<file path="src/verilog/clk_ctrl_map.svh">
`ifndef CLK_CTRL_MAP_SVH
`define CLK_CTRL_MAP_SVH
// ----------------------------------------
// Source select codes
// ----------------------------------------
`define CODE_EXT 4'h0
`define CODE_RSVD 4'h1
`define CODE_CALRC 4'h2
`define CODE_RC128 4'h3
`define CODE_LF_LO 4'h4
`define CODE_LF_HI 4'h5
`define CODE_LP_LO 4'h8
// ----------------------------------------
// Shipped fuse image, zero is programmed
// ----------------------------------------
`define CODE_RST 4'h2
`define STF_RST 2'h2
`define DIV8_RST 1'b0
`define FUSE_PROG 1'b0
// ----------------------------------------
// Time-out and start-up counts
// ----------------------------------------
`define STF_NONE 2'h0
`define STF_SHORT 2'h1
`define WDT_OSC_KHZ 128
`define TOUT_SHORT_US 4000
`define TOUT_LONG_US 65000
`define TOUT_W 14
`define SU_W 16
`define SU_EXT 16'h0006
`define SU_RC 16'h0006
`define SU_258 16'h0102
`define SU_1K 16'h0400
`define SU_16K 16'h4000
`define SU_32K 16'h8000
`define DIV8_LAST 3'h7
`endif

</file>
<file path="src/verilog/clk_ctrl_pkg.sv">
package clk_ctrl_pkg;
    typedef enum logic [2:0] {
        SLP_ACTIVE, SLP_IDLE, SLP_ADC_NR, SLP_PWR_DOWN,
        SLP_PWR_SAVE, SLP_STANDBY, SLP_EXT_STANDBY
    } sleep_mode_e;
    typedef enum logic [2:0] {
        SRC_LP_XTAL, SRC_LF_XTAL, SRC_RC128, SRC_CALRC,
        SRC_EXT, SRC_RSVD
    } clk_src_e;
    typedef enum logic [2:0] {
        ST_LOAD, ST_TOUT, ST_START, ST_RUN, ST_SLEEP, ST_WAKE,
        ST_FAULT
    } seq_state_e;
endpackage : clk_ctrl_pkg

</file>
<file path="src/verilog/edge_if.sv">
`timescale 1ns/10ps
interface edge_if;
    logic level;
    logic rise;
    modport src (output level, output rise);
    modport dst (input level, input rise);
endinterface : edge_if

</file>
<file path="src/verilog/edge_sync.sv">
`timescale 1ns/10ps
module edge_sync (
    input wire logic clock_i,
    input wire logic rst_n_i,
    input wire logic pin_i,
    edge_if.src edge_o
);
    typedef struct packed {
        logic meta;
        logic sync;
        logic last;
    } sync_s;
    sync_s state_reg;
    sync_s state_next;
    always_comb begin
        state_next = state_reg;
        state_next.meta = pin_i;
        state_next.sync = state_reg.meta;
        state_next.last = state_reg.sync;
    end
    always_ff @(posedge clock_i or negedge rst_n_i) begin
        if (!rst_n_i) begin
            state_reg <= '0;
        end else begin
            state_reg <= state_next;
        end
    end
    assign edge_o.level = state_reg.sync;
    assign edge_o.rise = state_reg.sync & ~state_reg.last;
endmodule : edge_sync

</file>
<file path="src/verilog/sys_prescaler.sv">
`timescale 1ns/10ps
`include "clk_ctrl_map.svh"
module sys_prescaler (
    input wire logic clock_i,
    input wire logic rst_n_i,
    input wire logic run_i,
    input wire logic div8_fuse_i,
    edge_if.dst osc_i,
    output logic tick_o
);
    typedef struct packed {
        logic [2:0] cnt;
        logic tick;
    } presc_s;
    presc_s state_reg;
    presc_s state_next;
    always_comb begin
        state_next = state_reg;
        state_next.tick = 1'b0;
        if (!run_i) begin
            state_next.cnt = 3'h0;
        end else if (osc_i.rise) begin
            if (div8_fuse_i == `FUSE_PROG) begin
                if (state_reg.cnt == `DIV8_LAST) begin
                    state_next.cnt = 3'h0;
                    state_next.tick = 1'b1;
                end else begin
                    state_next.cnt = state_reg.cnt + 3'h1;
                end
            end else begin
                state_next.tick = 1'b1;
            end
        end
    end
    always_ff @(posedge clock_i or negedge rst_n_i) begin
        if (!rst_n_i) begin
            state_reg <= '0;
        end else begin
            state_reg <= state_next;
        end
    end
    assign tick_o = state_reg.tick;
endmodule : sys_prescaler

</file>
<file path="src/verilog/clock_select_startup.sv">
`timescale 1ns/10ps
`include "clk_ctrl_map.svh"
module clock_select_startup #(
    parameter int TOUT_LONG_CYC =
        `TOUT_LONG_US * `WDT_OSC_KHZ / 1000
) (
    input wire logic clock_i,
    input wire logic arst_n_i,
    input wire logic other_reset_n_i,
    input wire logic [3:0] clock_source_select_fuses_i,
    input wire logic [1:0] startup_time_fuses_i,
    input wire logic divide_by_eight_fuse_i,
    input wire logic osc_clk_i,
    input wire logic wdt_osc_i,
    input wire logic tosc_i,
    input wire logic level_irq_i,
    input clk_ctrl_pkg::sleep_mode_e sleep_mode_i,
    input wire logic wake_i,
    output logic internal_reset_n_o,
    output logic cpu_clk_en_o,
    output logic io_clk_en_o,
    output logic flash_clk_en_o,
    output logic adc_clk_en_o,
    output logic async_timer_clock_en_o,
    output logic twi_addr_en_o,
    output logic osc_enable_o,
    output logic level_irq_o,
    output logic fuse_fault_o,
    output clk_ctrl_pkg::clk_src_e source_o
);
    import clk_ctrl_pkg::*;

    localparam int TOUT_SHORT_CYC =
        `TOUT_SHORT_US * `WDT_OSC_KHZ / 1000;

    // ----------------------------------------
    // State
    // ----------------------------------------
    typedef struct packed {
        logic [6:0] fuse_meta;
        logic [6:0] fuse_sync;
        logic rsrc_meta;
        logic rsrc_sync;
        logic irq_meta;
        logic irq_sync;
        logic [3:0] code;
        logic [1:0] stf;
        logic div8;
        clk_src_e src;
        seq_state_e state;
        logic [`TOUT_W-1:0] tout_cnt;
        logic [`SU_W-1:0] su_cnt;
        logic run;
        logic int_rst_n;
        logic cpu_en;
        logic io_en;
        logic flash_en;
        logic adc_en;
        logic asy_en;
        logic twi_en;
        logic osc_en;
        logic irq;
        logic fault;
    } top_s;

    localparam top_s TOP_RST = '{
        fuse_meta: 7'h00,
        fuse_sync: 7'h00,
        rsrc_meta: 1'b0,
        rsrc_sync: 1'b0,
        irq_meta: 1'b0,
        irq_sync: 1'b0,
        code: `CODE_RST,
        stf: `STF_RST,
        div8: `DIV8_RST,
        src: SRC_CALRC,
        state: ST_LOAD,
        tout_cnt: '0,
        su_cnt: '0,
        run: 1'b0,
        int_rst_n: 1'b0,
        cpu_en: 1'b0,
        io_en: 1'b0,
        flash_en: 1'b0,
        adc_en: 1'b0,
        asy_en: 1'b0,
        twi_en: 1'b0,
        osc_en: 1'b1,
        irq: 1'b0,
        fault: 1'b0
    };

    logic [1:0] rst_pipe_reg;
    logic rst_n;
    logic sys_tick;
    top_s state_reg;
    top_s state_next;

    // ----------------------------------------
    // Decode functions
    // ----------------------------------------
    function automatic clk_src_e decode_src(input logic [3:0] code);
        clk_src_e res;
        res = SRC_RSVD;
        if (code >= `CODE_LP_LO) begin
            res = SRC_LP_XTAL;
        end else if (code == `CODE_LF_LO || code == `CODE_LF_HI) begin
            res = SRC_LF_XTAL;
        end else if (code == `CODE_RC128) begin
            res = SRC_RC128;
        end else if (code == `CODE_CALRC) begin
            res = SRC_CALRC;
        end else if (code == `CODE_EXT) begin
            res = SRC_EXT;
        end else begin
            res = SRC_RSVD;
        end
        return res;
    endfunction : decode_src

    function automatic logic [`SU_W-1:0] startup_count(
        input clk_src_e src,
        input logic sel0,
        input logic [1:0] stf
    );
        logic [`SU_W-1:0] res;
        res = `SU_EXT;
        case (src)
            SRC_LP_XTAL: begin
                case ({sel0, stf})
                    3'h0, 3'h1: res = `SU_258;
                    3'h2, 3'h3, 3'h4: res = `SU_1K;
                    default: res = `SU_16K;
                endcase
            end
            SRC_LF_XTAL: res = `SU_32K;
            SRC_RC128, SRC_CALRC: res = `SU_RC;
            default: res = `SU_EXT;
        endcase
        return res;
    endfunction : startup_count

    function automatic logic [`TOUT_W-1:0] timeout_count(
        input logic [1:0] stf
    );
        logic [`TOUT_W-1:0] res;
        res = '0;
        case (stf)
            `STF_NONE: res = '0;
            `STF_SHORT: res = `TOUT_W'(TOUT_SHORT_CYC);
            default: res = `TOUT_W'(TOUT_LONG_CYC);
        endcase
        return res;
    endfunction : timeout_count

    function automatic logic io_awake(input sleep_mode_e mode);
        return (mode == SLP_ACTIVE) || (mode == SLP_IDLE);
    endfunction : io_awake

    function automatic logic adc_awake(input sleep_mode_e mode);
        return io_awake(mode) || (mode == SLP_ADC_NR);
    endfunction : adc_awake

    // ----------------------------------------
    // Reset release
    // ----------------------------------------
    always_ff @(posedge clock_i or negedge arst_n_i) begin
        if (!arst_n_i) begin
            rst_pipe_reg <= 2'h0;
        end else begin
            rst_pipe_reg <= {rst_pipe_reg[0], 1'b1};
        end
    end
    assign rst_n = rst_pipe_reg[1];

    // ----------------------------------------
    // Pin edges and prescaler
    // ----------------------------------------
    edge_if osc_e ();
    edge_if wdt_e ();
    edge_if tosc_e ();

    edge_sync u_osc_sync (
        .clock_i(clock_i),
        .rst_n_i(rst_n),
        .pin_i(osc_clk_i),
        .edge_o(osc_e)
    );

    edge_sync u_wdt_sync (
        .clock_i(clock_i),
        .rst_n_i(rst_n),
        .pin_i(wdt_osc_i),
        .edge_o(wdt_e)
    );

    edge_sync u_tosc_sync (
        .clock_i(clock_i),
        .rst_n_i(rst_n),
        .pin_i(tosc_i),
        .edge_o(tosc_e)
    );

    sys_prescaler u_presc (
        .clock_i(clock_i),
        .rst_n_i(rst_n),
        .run_i(state_reg.run),
        .div8_fuse_i(state_reg.div8),
        .osc_i(osc_e),
        .tick_o(sys_tick)
    );

    // ----------------------------------------
    // Sequencer
    // ----------------------------------------
    always_comb begin
        state_next = state_reg;
        state_next.fuse_meta = {clock_source_select_fuses_i,
                                startup_time_fuses_i,
                                divide_by_eight_fuse_i};
        state_next.fuse_sync = state_reg.fuse_meta;
        state_next.rsrc_meta = other_reset_n_i;
        state_next.rsrc_sync = state_reg.rsrc_meta;
        state_next.irq_meta = level_irq_i;
        state_next.irq_sync = state_reg.irq_meta;
        state_next.cpu_en = 1'b0;
        state_next.io_en = 1'b0;
        state_next.flash_en = 1'b0;
        state_next.adc_en = 1'b0;
        state_next.irq = 1'b0;
        state_next.asy_en = tosc_e.rise;
        state_next.twi_en = 1'b1;
        if (!state_reg.rsrc_sync && state_reg.state != ST_LOAD) begin
            state_next.state = ST_LOAD;
            state_next.int_rst_n = 1'b0;
            state_next.run = 1'b0;
            state_next.osc_en = 1'b1;
            state_next.fault = 1'b0;
        end else begin
            case (state_reg.state)
                ST_LOAD: begin
                    state_next.int_rst_n = 1'b0;
                    state_next.run = 1'b0;
                    state_next.osc_en = 1'b1;
                    state_next.fault = 1'b0;
                    if (state_reg.rsrc_sync) begin
                        state_next.code = state_reg.fuse_sync[6:3];
                        state_next.stf = state_reg.fuse_sync[2:1];
                        state_next.div8 = state_reg.fuse_sync[0];
                        state_next.src =
                            decode_src(state_reg.fuse_sync[6:3]);
                        state_next.tout_cnt =
                            timeout_count(state_reg.fuse_sync[2:1]);
                        state_next.su_cnt = startup_count(
                            decode_src(state_reg.fuse_sync[6:3]),
                            state_reg.fuse_sync[3],
                            state_reg.fuse_sync[2:1]);
                        if (decode_src(state_reg.fuse_sync[6:3])
                            == SRC_RSVD) begin
                            state_next.state = ST_FAULT;
                        end else begin
                            state_next.state = ST_TOUT;
                        end
                    end
                end
                ST_TOUT: begin
                    if (state_reg.tout_cnt == '0) begin
                        state_next.state = ST_START;
                    end else if (wdt_e.rise) begin
                        state_next.tout_cnt =
                            state_reg.tout_cnt - `TOUT_W'(1);
                    end
                end
                ST_START: begin
                    if (osc_e.rise) begin
                        if (state_reg.su_cnt <= `SU_W'(1)) begin
                            state_next.state = ST_RUN;
                            state_next.int_rst_n = 1'b1;
                            state_next.run = 1'b1;
                        end else begin
                            state_next.su_cnt =
                                state_reg.su_cnt - `SU_W'(1);
                        end
                    end
                end
                ST_RUN: begin
                    state_next.cpu_en = sys_tick &&
                        sleep_mode_i == SLP_ACTIVE;
                    state_next.flash_en = sys_tick &&
                        sleep_mode_i == SLP_ACTIVE;
                    state_next.io_en = sys_tick &&
                        io_awake(sleep_mode_i);
                    state_next.adc_en = sys_tick &&
                        adc_awake(sleep_mode_i);
                    if (sleep_mode_i == SLP_PWR_DOWN ||
                        sleep_mode_i == SLP_PWR_SAVE) begin
                        state_next.state = ST_SLEEP;
                        state_next.osc_en = 1'b0;
                        state_next.run = 1'b0;
                    end
                end
                ST_SLEEP: begin
                    if (wake_i) begin
                        state_next.state = ST_WAKE;
                        state_next.osc_en = 1'b1;
                        state_next.su_cnt = startup_count(
                            state_reg.src, state_reg.code[0],
                            state_reg.stf);
                    end
                end
                ST_WAKE: begin
                    if (osc_e.rise) begin
                        if (state_reg.su_cnt <= `SU_W'(1)) begin
                            state_next.state = ST_RUN;
                            state_next.run = 1'b1;
                            state_next.irq = state_reg.irq_sync;
                        end else begin
                            state_next.su_cnt =
                                state_reg.su_cnt - `SU_W'(1);
                        end
                    end
                end
                ST_FAULT: begin
                    state_next.int_rst_n = 1'b0;
                    state_next.fault = 1'b1;
                    state_next.run = 1'b0;
                end
                default: begin
                    state_next.state = ST_LOAD;
                end
            endcase
        end
    end

    always_ff @(posedge clock_i or negedge rst_n) begin
        if (!rst_n) begin
            state_reg <= TOP_RST;
        end else begin
            state_reg <= state_next;
        end
    end

    // ----------------------------------------
    // Outputs
    // ----------------------------------------
    assign internal_reset_n_o = state_reg.int_rst_n;
    assign cpu_clk_en_o = state_reg.cpu_en;
    assign io_clk_en_o = state_reg.io_en;
    assign flash_clk_en_o = state_reg.flash_en;
    assign adc_clk_en_o = state_reg.adc_en;
    assign async_timer_clock_en_o = state_reg.asy_en;
    assign twi_addr_en_o = state_reg.twi_en;
    assign osc_enable_o = state_reg.osc_en;
    assign level_irq_o = state_reg.irq;
    assign fuse_fault_o = state_reg.fault;
    assign source_o = state_reg.src;
endmodule : clock_select_startup

</file>
<file path="config.mk">
export PLATFORM = sky130hd
export DESIGN_NAME = clock_select_startup
export DESIGN_NICKNAME = d
export VERILOG_FILES = /design/src/verilog/clk_ctrl_pkg.sv /design/src/verilog/edge_if.sv /design/src/verilog/edge_sync.sv /design/src/verilog/sys_prescaler.sv /design/src/verilog/clock_select_startup.sv
export VERILOG_INCLUDE_DIRS = /design/src /design/src/verilog
export SDC_FILE = /design/constraint.sdc
export NUM_CORES = 1
export LEC_CHECK = 0
export BUFFER_PORTS_ARGS = -buffer_cell sky130_fd_sc_hd__buf_2
export CAP_MARGIN = 25
export CELL_PAD_IN_SITES_DETAIL_PLACEMENT = 1
export CELL_PAD_IN_SITES_GLOBAL_PLACEMENT = 1
export CORE_AREA = 2 2 95 97
export DETAILED_ROUTE_END_ITERATION = 16
export DIE_AREA = 0 0 97 99
export MAX_ROUTING_LAYER = met4
export PLACE_DENSITY_LB_ADDON = 0.25
export SLEW_MARGIN = 20
export SYNTH_ARGS = -nofsm -noshare
export SYNTH_HDL_FRONTEND = slang
export SYNTH_HIERARCHICAL = 1
export SYNTH_SLANG_ARGS = --single-unit
</file>
<file path="constraint.sdc">
create_clock -name clock_i -period 4.1 [get_ports clock_i]
set_clock_uncertainty 0.05 [all_clocks]
set_input_delay 1.025 -clock clock_i [delete_from_list [all_inputs] [get_ports clock_i]]
set_output_delay 1.025 -clock clock_i [all_outputs]
set_load 0.01 [all_outputs]
</file>
* Word-level counts from Yosys, hierarchy flattened
Index checks and enable logic that the tools add are counted.
** Storage, ports and cells
- Output and inout port bits :: 13
- Bits in registers :: 84
** Operators by class
- Magnitude comparators :: 2
- Equal/unequal tests :: 46
- Bitwise gates (word level) :: 7
- Reductions and logical operators :: 39
- Add/sub/neg operators :: 3
- Multiplexer cells :: 54
** Operators by type and width (number)
- one-hot mux 16 bit (2 select lines) :: 2
- one-hot mux 16 bit (4 select lines) :: 1
- one-hot mux 15 bit (2 select lines) :: 2
- one-hot mux 14 bit (2 select lines) :: 2
- two-way mux 3 bit :: 17
- two-way mux 33 bit :: 1
- two-way mux 16 bit :: 2
- two-way mux 14 bit :: 2
- equality test 3 x 2 -> 1 bit (second input constant) :: 8
- equality test 3 bit (second input constant) :: 8
- != test 3 bit (second input constant) :: 8
- equality test 3 x 1 -> 1 bit (second input constant) :: 6
- logical NOT 3 bit :: 6
- two-way mux 18 bit :: 1
- one-hot mux 3 bit (6 select lines) :: 1
- two-way mux 17 bit :: 1
- <= comparator 16 x 1 -> 1 bit (second input constant) :: 1
- subtractor 16 x 1 -> 16 bit (second input constant) :: 1
- logical NOT 14 bit :: 1
- != test 2 bit (second input constant) :: 7
- subtractor 14 x 1 -> 14 bit (second input constant) :: 1
- two-way mux 1 bit :: 13
- two-way mux 4 bit :: 3
- AND reduction 6 bit :: 2
- other kinds (28) :: 54

* Longest topological paths before layout
Gate-level depths: netlist of run 1.
- Depth in word-level cells :: 14
- Gate-level depth with buffers :: 9

* Hierarchy
The synthesis of run 1 kept the hierarchy.
** By module, submodules not included
- clock_select_startup :: cells each 374, instances 1, area each 3709.8 um2
- edge_sync :: cells each 4, instances 3, area each 88.8 um2
- sys_prescaler :: cells each 15, instances 1, area each 201.4 um2

* Worst setup path before layout of run 1
OpenSTA, ideal clock, no wires.
- Kind :: input -> register
- Start :: input wake_i
- End :: register state_reg[15] (netlist bit)
- Setup slack :: 1.749 ns
- Buffers on the path :: 0
- Arrival :: 2.223 ns
- Setup time :: 0.078 ns
- Required time :: 3.972 ns
- Cell stages on the path :: 5
- Path through :: nor2b_1 nor3_1 o31ai_4 or4_1 a21boi_1
** Between the ends
- Cells in the longest elaborated chain, start to end :: 2
** Ends and longest elaborated chain
- start, declared :: line clock_select_startup.sv:18 : input wire logic wake_i,
- != test 2 bit (no source line)
- AND reduction 6 bit (no source line)
- end signal, assigned :: line clock_select_startup.sv:339 : state_reg <= state_next;
- end, declared :: line clock_select_startup.sv:96 : top_s state_reg;
Every way passes these cells.
A chain may end at the register's enable or synchronous reset.

* Worst setup path in the final report of run 1
- Start :: register state_reg[43] (netlist bit)
- End :: register state_reg[22] (netlist bit)
** Between the ends
- Cells in the longest elaborated chain, start to end :: 4
- Elaborated cells between the ends (all ways) :: 14
- Classes of those cells :: 7 x eq/ne; 1 x mux; 1 x bitwise; 5 x reduce/logical
** Ends and longest elaborated chain
- parallel branches: the longest is 4 deep, another holds AND reduction 6 bit
Parallel ways; which one is timed is not known.

==> results of run 1 <==
## cells by family (layout without fill, tap and decap cells)
group,Yosys count,after routing,share of synthesized area
AO/OA/AOI/OAI,90,90,0.160
XOR/XNOR,5,5,0.0105
adder cells (fa/ha/maj),6,6,0.0180
buffers and inverters,32,60,0.0401
flip-flops,83,83,0.498
multiplexers,16,16,0.0404
other,1,2,0.000898
AND/OR/NAND/NOR,168,168,0.232
## placed cells by master, fill, tap and decap left out, types with 8 or more instances in the layout
| cell | count |
|---|---|
| o31ai_1 | 13 |
| nand2_1 | 42 |
| nor3_1 | 10 |
| nor2b_1 | 9 |
| dfrtp_1 | 78 |
| or4_1 | 13 |
| mux2i_1 | 12 |
| clkbuf_8 | 9 |
| nor2_1 | 36 |
| inv_1 | 11 |
| nand3_1 | 8 |
| a21oi_1 | 13 |
| buf_2 | 30 |
## cell type report
class                           instances  area [sq um]
Fill cell                             961          3960
Inverter                               12          45.0
Sequential cell                        83          2090
Clock inverter                          7          81.3
Timing Repair Buffer                   32           185
Tap cell                              108           135
Multi-Input combinational cell        287          1940
Clock buffer                            9           124
## worst paths after layout
kind	start	to	slack, ps	depth (start not counted)
setup / recovery	state_reg[43]	state_reg[22]	1450	5
hold / removal	rst_pipe_reg[1]	state_reg[43]	190	0
setup reg to reg	state_reg[43]	state_reg[22]	1450	5
hold reg to reg	rst_pipe_reg[1]	state_reg[43]	190	0
max in group asynchronous	rst_pipe_reg[1]	source_o[0]	3170	1
min in group clock_i	state_next[63]	state_reg[63]	300	0
## power by group through the flow
stage,Clock [mW],Sequential [mW],Combinational (mW)
floorplan,0,1.16,1.15
detailed placement,0,1.29,1.33
CTS,0.640,1.28,1.35
finish,0.628,1.27,1.35
global route,0.685,1.31,1.52
global placement,0,1.28,1.28
## per-layer routing
layer	share of wire	vias to the layer above	global-route usage
li1	-	1507	-
met1	0.46	1582	0.275
met2	0.50	41	0.356
met3	0.028	13	0.0454
met4	0.014	0	0.0628
met5	0	-	-
## through the flow
step	cell area, sq um	instances	hold slack, ps	worst slack, ps	utilization
2_1_floorplan	4180	402	281	1570	-
3_3_place_gp	4360	521	282	1460	0.510
3_5_place_dp	4360	521	286	1360	0.510
4_1_cts	4570	537	307	1460	0.534
5_1_grt	4590	538	225	1190	0.537
6_report	4590	538	186	1450	0.537
==> impl_results.md, run 1 <==
* Ys Warns at 6
* Yosys top cell by area: dfrtp_1
* Nets at 449
* Dpl hpwl at approximately 6500 um
* Vias in the first global route at 3307
* Clock slew at reported path FFs at 100 ps
* Final period utilization at 0.647
* Max-slew violation count at 0
* Layout cells sized above 1 at 0.195
* Initial core utilization at 0.489
* Slowest CP cell: dfrtp_1
* Drt drc at 0
* CP bufs+invs at 0
* Core area at around 0.0086 sq mm
* Clk pwr share at 0.193
* Largest net degree at the start of global routing at 82
* Cts bufs inserted at 9
* Fraction of power spent switching nets at 0.427
* WS Path Type: flip-flop to flip-flop
* Post-synthesis sequential area ratio at 0.498
* WL/cell at 17.6 um
* Top Ports at 31
* Area grow syn2layout at 9.97%
* Crit. End Element: flip-flop
* WP data arrival at 2890 ps
* DRT antenna net count at 0
* GRT Residual Overflow at 0
* RSZ-0062 raised after global routing: no
* Total GRT Usage at 0.217
* Setup-failing EPs final at 0
* Static Leak at between 2 and 2.5 nW
* Cts hold-fix bufs at 0
* CTS resizes at 0
* CTS Root Buffer Type: clkbuf_8
* Initial antenna violation count at 0
* Slew of the pin with the lowest slew margin at 785 ps
* Row cnt at 34
* Final Power at 3.25 mW
* Via Count at 3143
* Die H at 99 um
* Post CTS Setup Buffer Count at 0
* Max incr delay on CP at between 800 and 900 ps
* Comb power frac at 0.416
* Global-route wire length before repair at ~16000 um
* Worst path cell trace: or3b_1 -> o21ai_2 -> and3_1 -> or4_1 -> a21boi_1
* Vias per cell at 5.84
* DIE WIDTH at 97 um
* Top_reg_cell synth: dfrtp_1
* Mapped Cells at 401
* Final hold violations at 0
* Commonest cells post-synth: 79 x dfrtp_1, 42 x nand2_1, 36 x nor2_1
* Sequential Power Share at 0.390
* Final wirelength at 9450 um
* Area share of the largest cell type after synthesis at 0.473
* Fmax at 0.377 GHz
* Largest buffer count on any clock path at 2
* Post-synth EDFFs at 0
* Setup TNS at 0 ps
* PD cells at 707 mW/mm^2
* CP required at about 4300 ps
* Worst min path class: flip-flop to async pin
* Syn Std Cell Area at 0.00418 sq mm
* CTS H-tree depth at 3
* Top delay family on crit path: simple AND/OR/NAND/NOR gates
* Initial DRC Count at ~100
* DRT Pass-1 Iters at 6
* PortBufs at 30
* Cell internal pwr at 1.86 mW
* Syn avg cell area at 10.4 sq um
* Maximum Capacitance Violations at 0
* Status: finished clean
* Synth top area cells: dfrtp_1 47%, nand2_1 3.8%, nor2_1 3.2%, mux2i_1 2.9%, dfstp_2 2.5%
* Synthesized flop and latch total at 83
* Setup crit start kind: flip-flop
* Psw at roughly 1.4 mW
* Max-slew headroom at 0.477
* Leading cell type by number of instances after synthesis: dfrtp_1
* Largest register FFs at 47
* RePlAce Congestion at approximately 0.77
* Clock Latency Late Sink at 360 ps
* Worst vdd ir at 413 uV
* Die area at 0.00960 sq mm
* TritonCTS Sinks at 83
* TritonCTS clock tree: done
* Period minus WS final at roughly 2700 ps
* Ys async rst share at 1.00
* Post-synth cell types at 75
* Max FO, Critical Path at 22
* Ant. Diodes at 0
Power figures use the tool's default switching activity.
==> inputs of run 2 (changes only) <==
Settings changed: CORE_AREA 2 2 95 97 to 2 2 97 99, DIE_AREA 0 0 97 99 to 0 0 99 101.
Clock period 4.1 ns to 2.5 ns, I/O delays scaled along.
==> run 2 against run 1 <==
  * Setup slack lost 1300 ps
  * Critical endpoint is now state_reg[17]
  * Critical path type unchanged
  * Maximum frequency grew 14%
  * Global-route usage shrank 0.34 points
  * Largest power group unchanged
==> impl_results.md, run 2 (synthesis results as in run 1) <==
* Global-route wire length before repair at 16500 um (+0.76%)
* Status: finished clean
* Period minus WS final at 2320 ps (-333 ps)
* Clock slew at reported path FFs at 100 ps (about the same)
* Drt drc at 0 (unchanged)
* Setup crit start kind: flip-flop
* Cts bufs inserted at 9 (unchanged)
* PD cells at 1150 mW/mm^2 (+63%)
* Most frequent cells in the layout: 78 x dfrtp_1, 42 x nand2_1, 36 x nor2_1
* Final Power at 5.39 mW (+66%)
* Vias in the first global route at 3297 (-0.30%)
* Worst setup path startpoint: state_reg[43]
* Comb power frac at 0.454 (+0.038)
* Nets at 462 (+2.9%)
* Slew of the pin with the lowest slew margin at 806 ps (+20.4 ps)
* Core area at 0.00898 sq mm (+5.0%)
* RR Startpoint: state_reg[43]
* Dpl hpwl at 6990 um (+7.4%)
* Clock Latency Late Sink at 360 ps (about the same)
* Largest net degree at the start of global routing at 51 (-38%)
* TritonCTS clock tree: done
* Setup-failing EPs final at 0 (unchanged)
* Top Ports at 31 (unchanged)
* CTS H-tree depth at 3 (unchanged)
* FILL cells at 1006 (+4.7%)
* Cell internal pwr at 3.08 mW (+66%)
* WL/cell at 17.8 um (+1.1%)
* Global routing usage on met1 at 0.277 (+0.00126)
* Via Count at 3243 (+3.2%)
* Total GRT Usage at 0.214 (-0.00340)
* Crit. End Element: flip-flop
* Setup TNS at 0 ps (unchanged)
* Initial DRC Count at 112 (+8.7%)
* Most common cell after layout, fill and taps aside: dfrtp_1
* Area grow syn2layout at 11.9%
* Post CTS Setup Buffer Count at 0 (unchanged)
* Critical Path Sink: state_reg[17]
* Reg2reg end: state_reg[17]
* Clk pwr share at 0.172 (-0.021)
* Worst path cell trace: buf_4 -> nor2_1 -> and2_1 -> o31ai_4 -> nor3_1 -> mux2i_1
* Static Leak at 2.10 nW (+2.2%)
* Final hold violations at 0 (unchanged)
* Cell count along the critical path at 6 (+1)
* Max-slew violation count at 0 (unchanged)
* Final core utilization at 0.521 (-0.0168)
* Vias per cell at 5.85 (+0.20%)
* Fmax at 0.431 GHz (+14%)
* CTS Root Buffer Type: clkbuf_8
* DRT Pass-1 Iters at 4 (-2)
* Sequential Power Share at 0.374 (-0.016)
* M2 GR Usage at 0.345 (-0.0107)
* Die H at 101 um (+2.0%)
* Final period utilization at 0.927 (+0.281)
* RSZ-0062 raised after global routing: no
* RePlAce Congestion at 0.857 (+11%)
* Final wirelength at 9840 um (+4.1%)
* CP required at 2690 ps (-1640 ps)
* Maximum Capacitance Violations at 0 (unchanged)
* PortBufs at 30 (unchanged)
* Layout cells sized above 1 at 0.219 (+0.0236)
* WP data arrival at 2500 ps (-390 ps)
* DIE WIDTH at 99 um (+2.1%)
* DRT antenna net count at 0 (unchanged)
* Initial core utilization at 0.465 (-0.0232)
* FF-to-FF path depth at 6 (+1)
* Worst min path class: flip-flop to flip-flop
* Largest buffer count on any clock path at 2 (unchanged)
* WS Path Type: flip-flop to flip-flop
* Max incr delay on CP at 660 ps (-160 ps)
* Fraction of power spent switching nets at 0.428 (+0.000899)
* Max-slew headroom at 0.463 (-0.0136)
* Psw at 2.30 mW (+66%)
* Largest register FFs at 47 (unchanged)
* Slowest CP cell: o31ai_4
* Busiest layer in global routing: met2
* CP bufs+invs at 1 (+1)
* GRT Residual Overflow at 0 (unchanged)
* R2r setup slk at 180 ps (-1270 ps)
* Worst vdd ir at 476 uV (+15%)
* Met3 Use GR at 0.0430 (-0.00239)
* Die area at 0.0100 sq mm (+4.1%)
* TritonCTS Sinks at 83 (unchanged)
* Initial antenna violation count at 0 (unchanged)
* Max FO, Critical Path at 19 (-14%)
* Ant. Diodes at 0 (unchanged)
* Row cnt at 35 (+2.9%)
* Top delay family on crit path: compound AO/OA/AOI/OAI gates
run 2: cell types whose count changed in the layout (fill, tap and decap cells not counted), sizes merged:
| cell | change |
|---|---|
| inv | -2 |
| bufinv | -1 |
| clkbuf | +1 |
| clkinv | +1 |
| dlygate4sd3 | +1 |
| buf | +12 |
| clkinvlp | +1 |
run 2: final cells by class:
class                      instances  area [sq um]  share of cell area
multi-input combinational        287          1940               0.415
clock buffer                      10           138              0.0295
inverter                          12          45.0             0.00964
timing repair buffer              45           278              0.0594
clock inverter                     6          47.5              0.0102
sequential                        83          2090               0.446
tap                              111           139              0.0297
run 2: layer usage:
metal  wire, um  share of wire
met1       4560           0.46
met3        285          0.029
met2       4850           0.49
met5          0              0
met4        141          0.014
run 2: what timing repair did:
item	CTS	global route
hold buffers	1	0
endpoints found under the setup margin	0	13
endpoints found under the hold margin	2	0
resized for setup	0	2
run 2: power by group through the flow:
stage | Sequential (mW) | Combinational (mW) | Clock (mW)
floorplan | 1.91 | 1.89 | 0
global placement | 2.01 | 2.34 | 0
detailed placement | 2.04 | 2.45 | 0
CTS | 2.01 | 2.47 | 0.948
global route | 2.07 | 2.72 | 1.02
finish | 2.01 | 2.44 | 0.928
run 2: worst min-delay path by stage:
stage | startpoint | endpoint | slack [ps] | cells past startpoint
floorplan | arst_n_i | rst_pipe_reg[0] | 280 | 0
global placement | u_tosc_sync/state_next[1] | u_tosc_sync/edge_o.level | 280 | 0
detailed placement | state_next[61] | state_reg[61] | 290 | 0
CTS | level_irq_i | state_next[54] | 300 | 1
global route | startup_time_fuses_i[0] | state_next[59] | 290 | 1
finish | u_osc_sync/state_next[1] | u_osc_sync/edge_o.level | 300 | 0
run 2: per-stage QoR:
stage               instances  hold slack (ps)  area (sq um)  setup slack [ps]
floorplan                 402              279          4180               403
global placement          537              281          4480               179
detailed placement        537              287          4480              51.3
CTS                       554              300          4670              56.1
global route              554              288          4670              37.1
finish                    554              303          4670               182
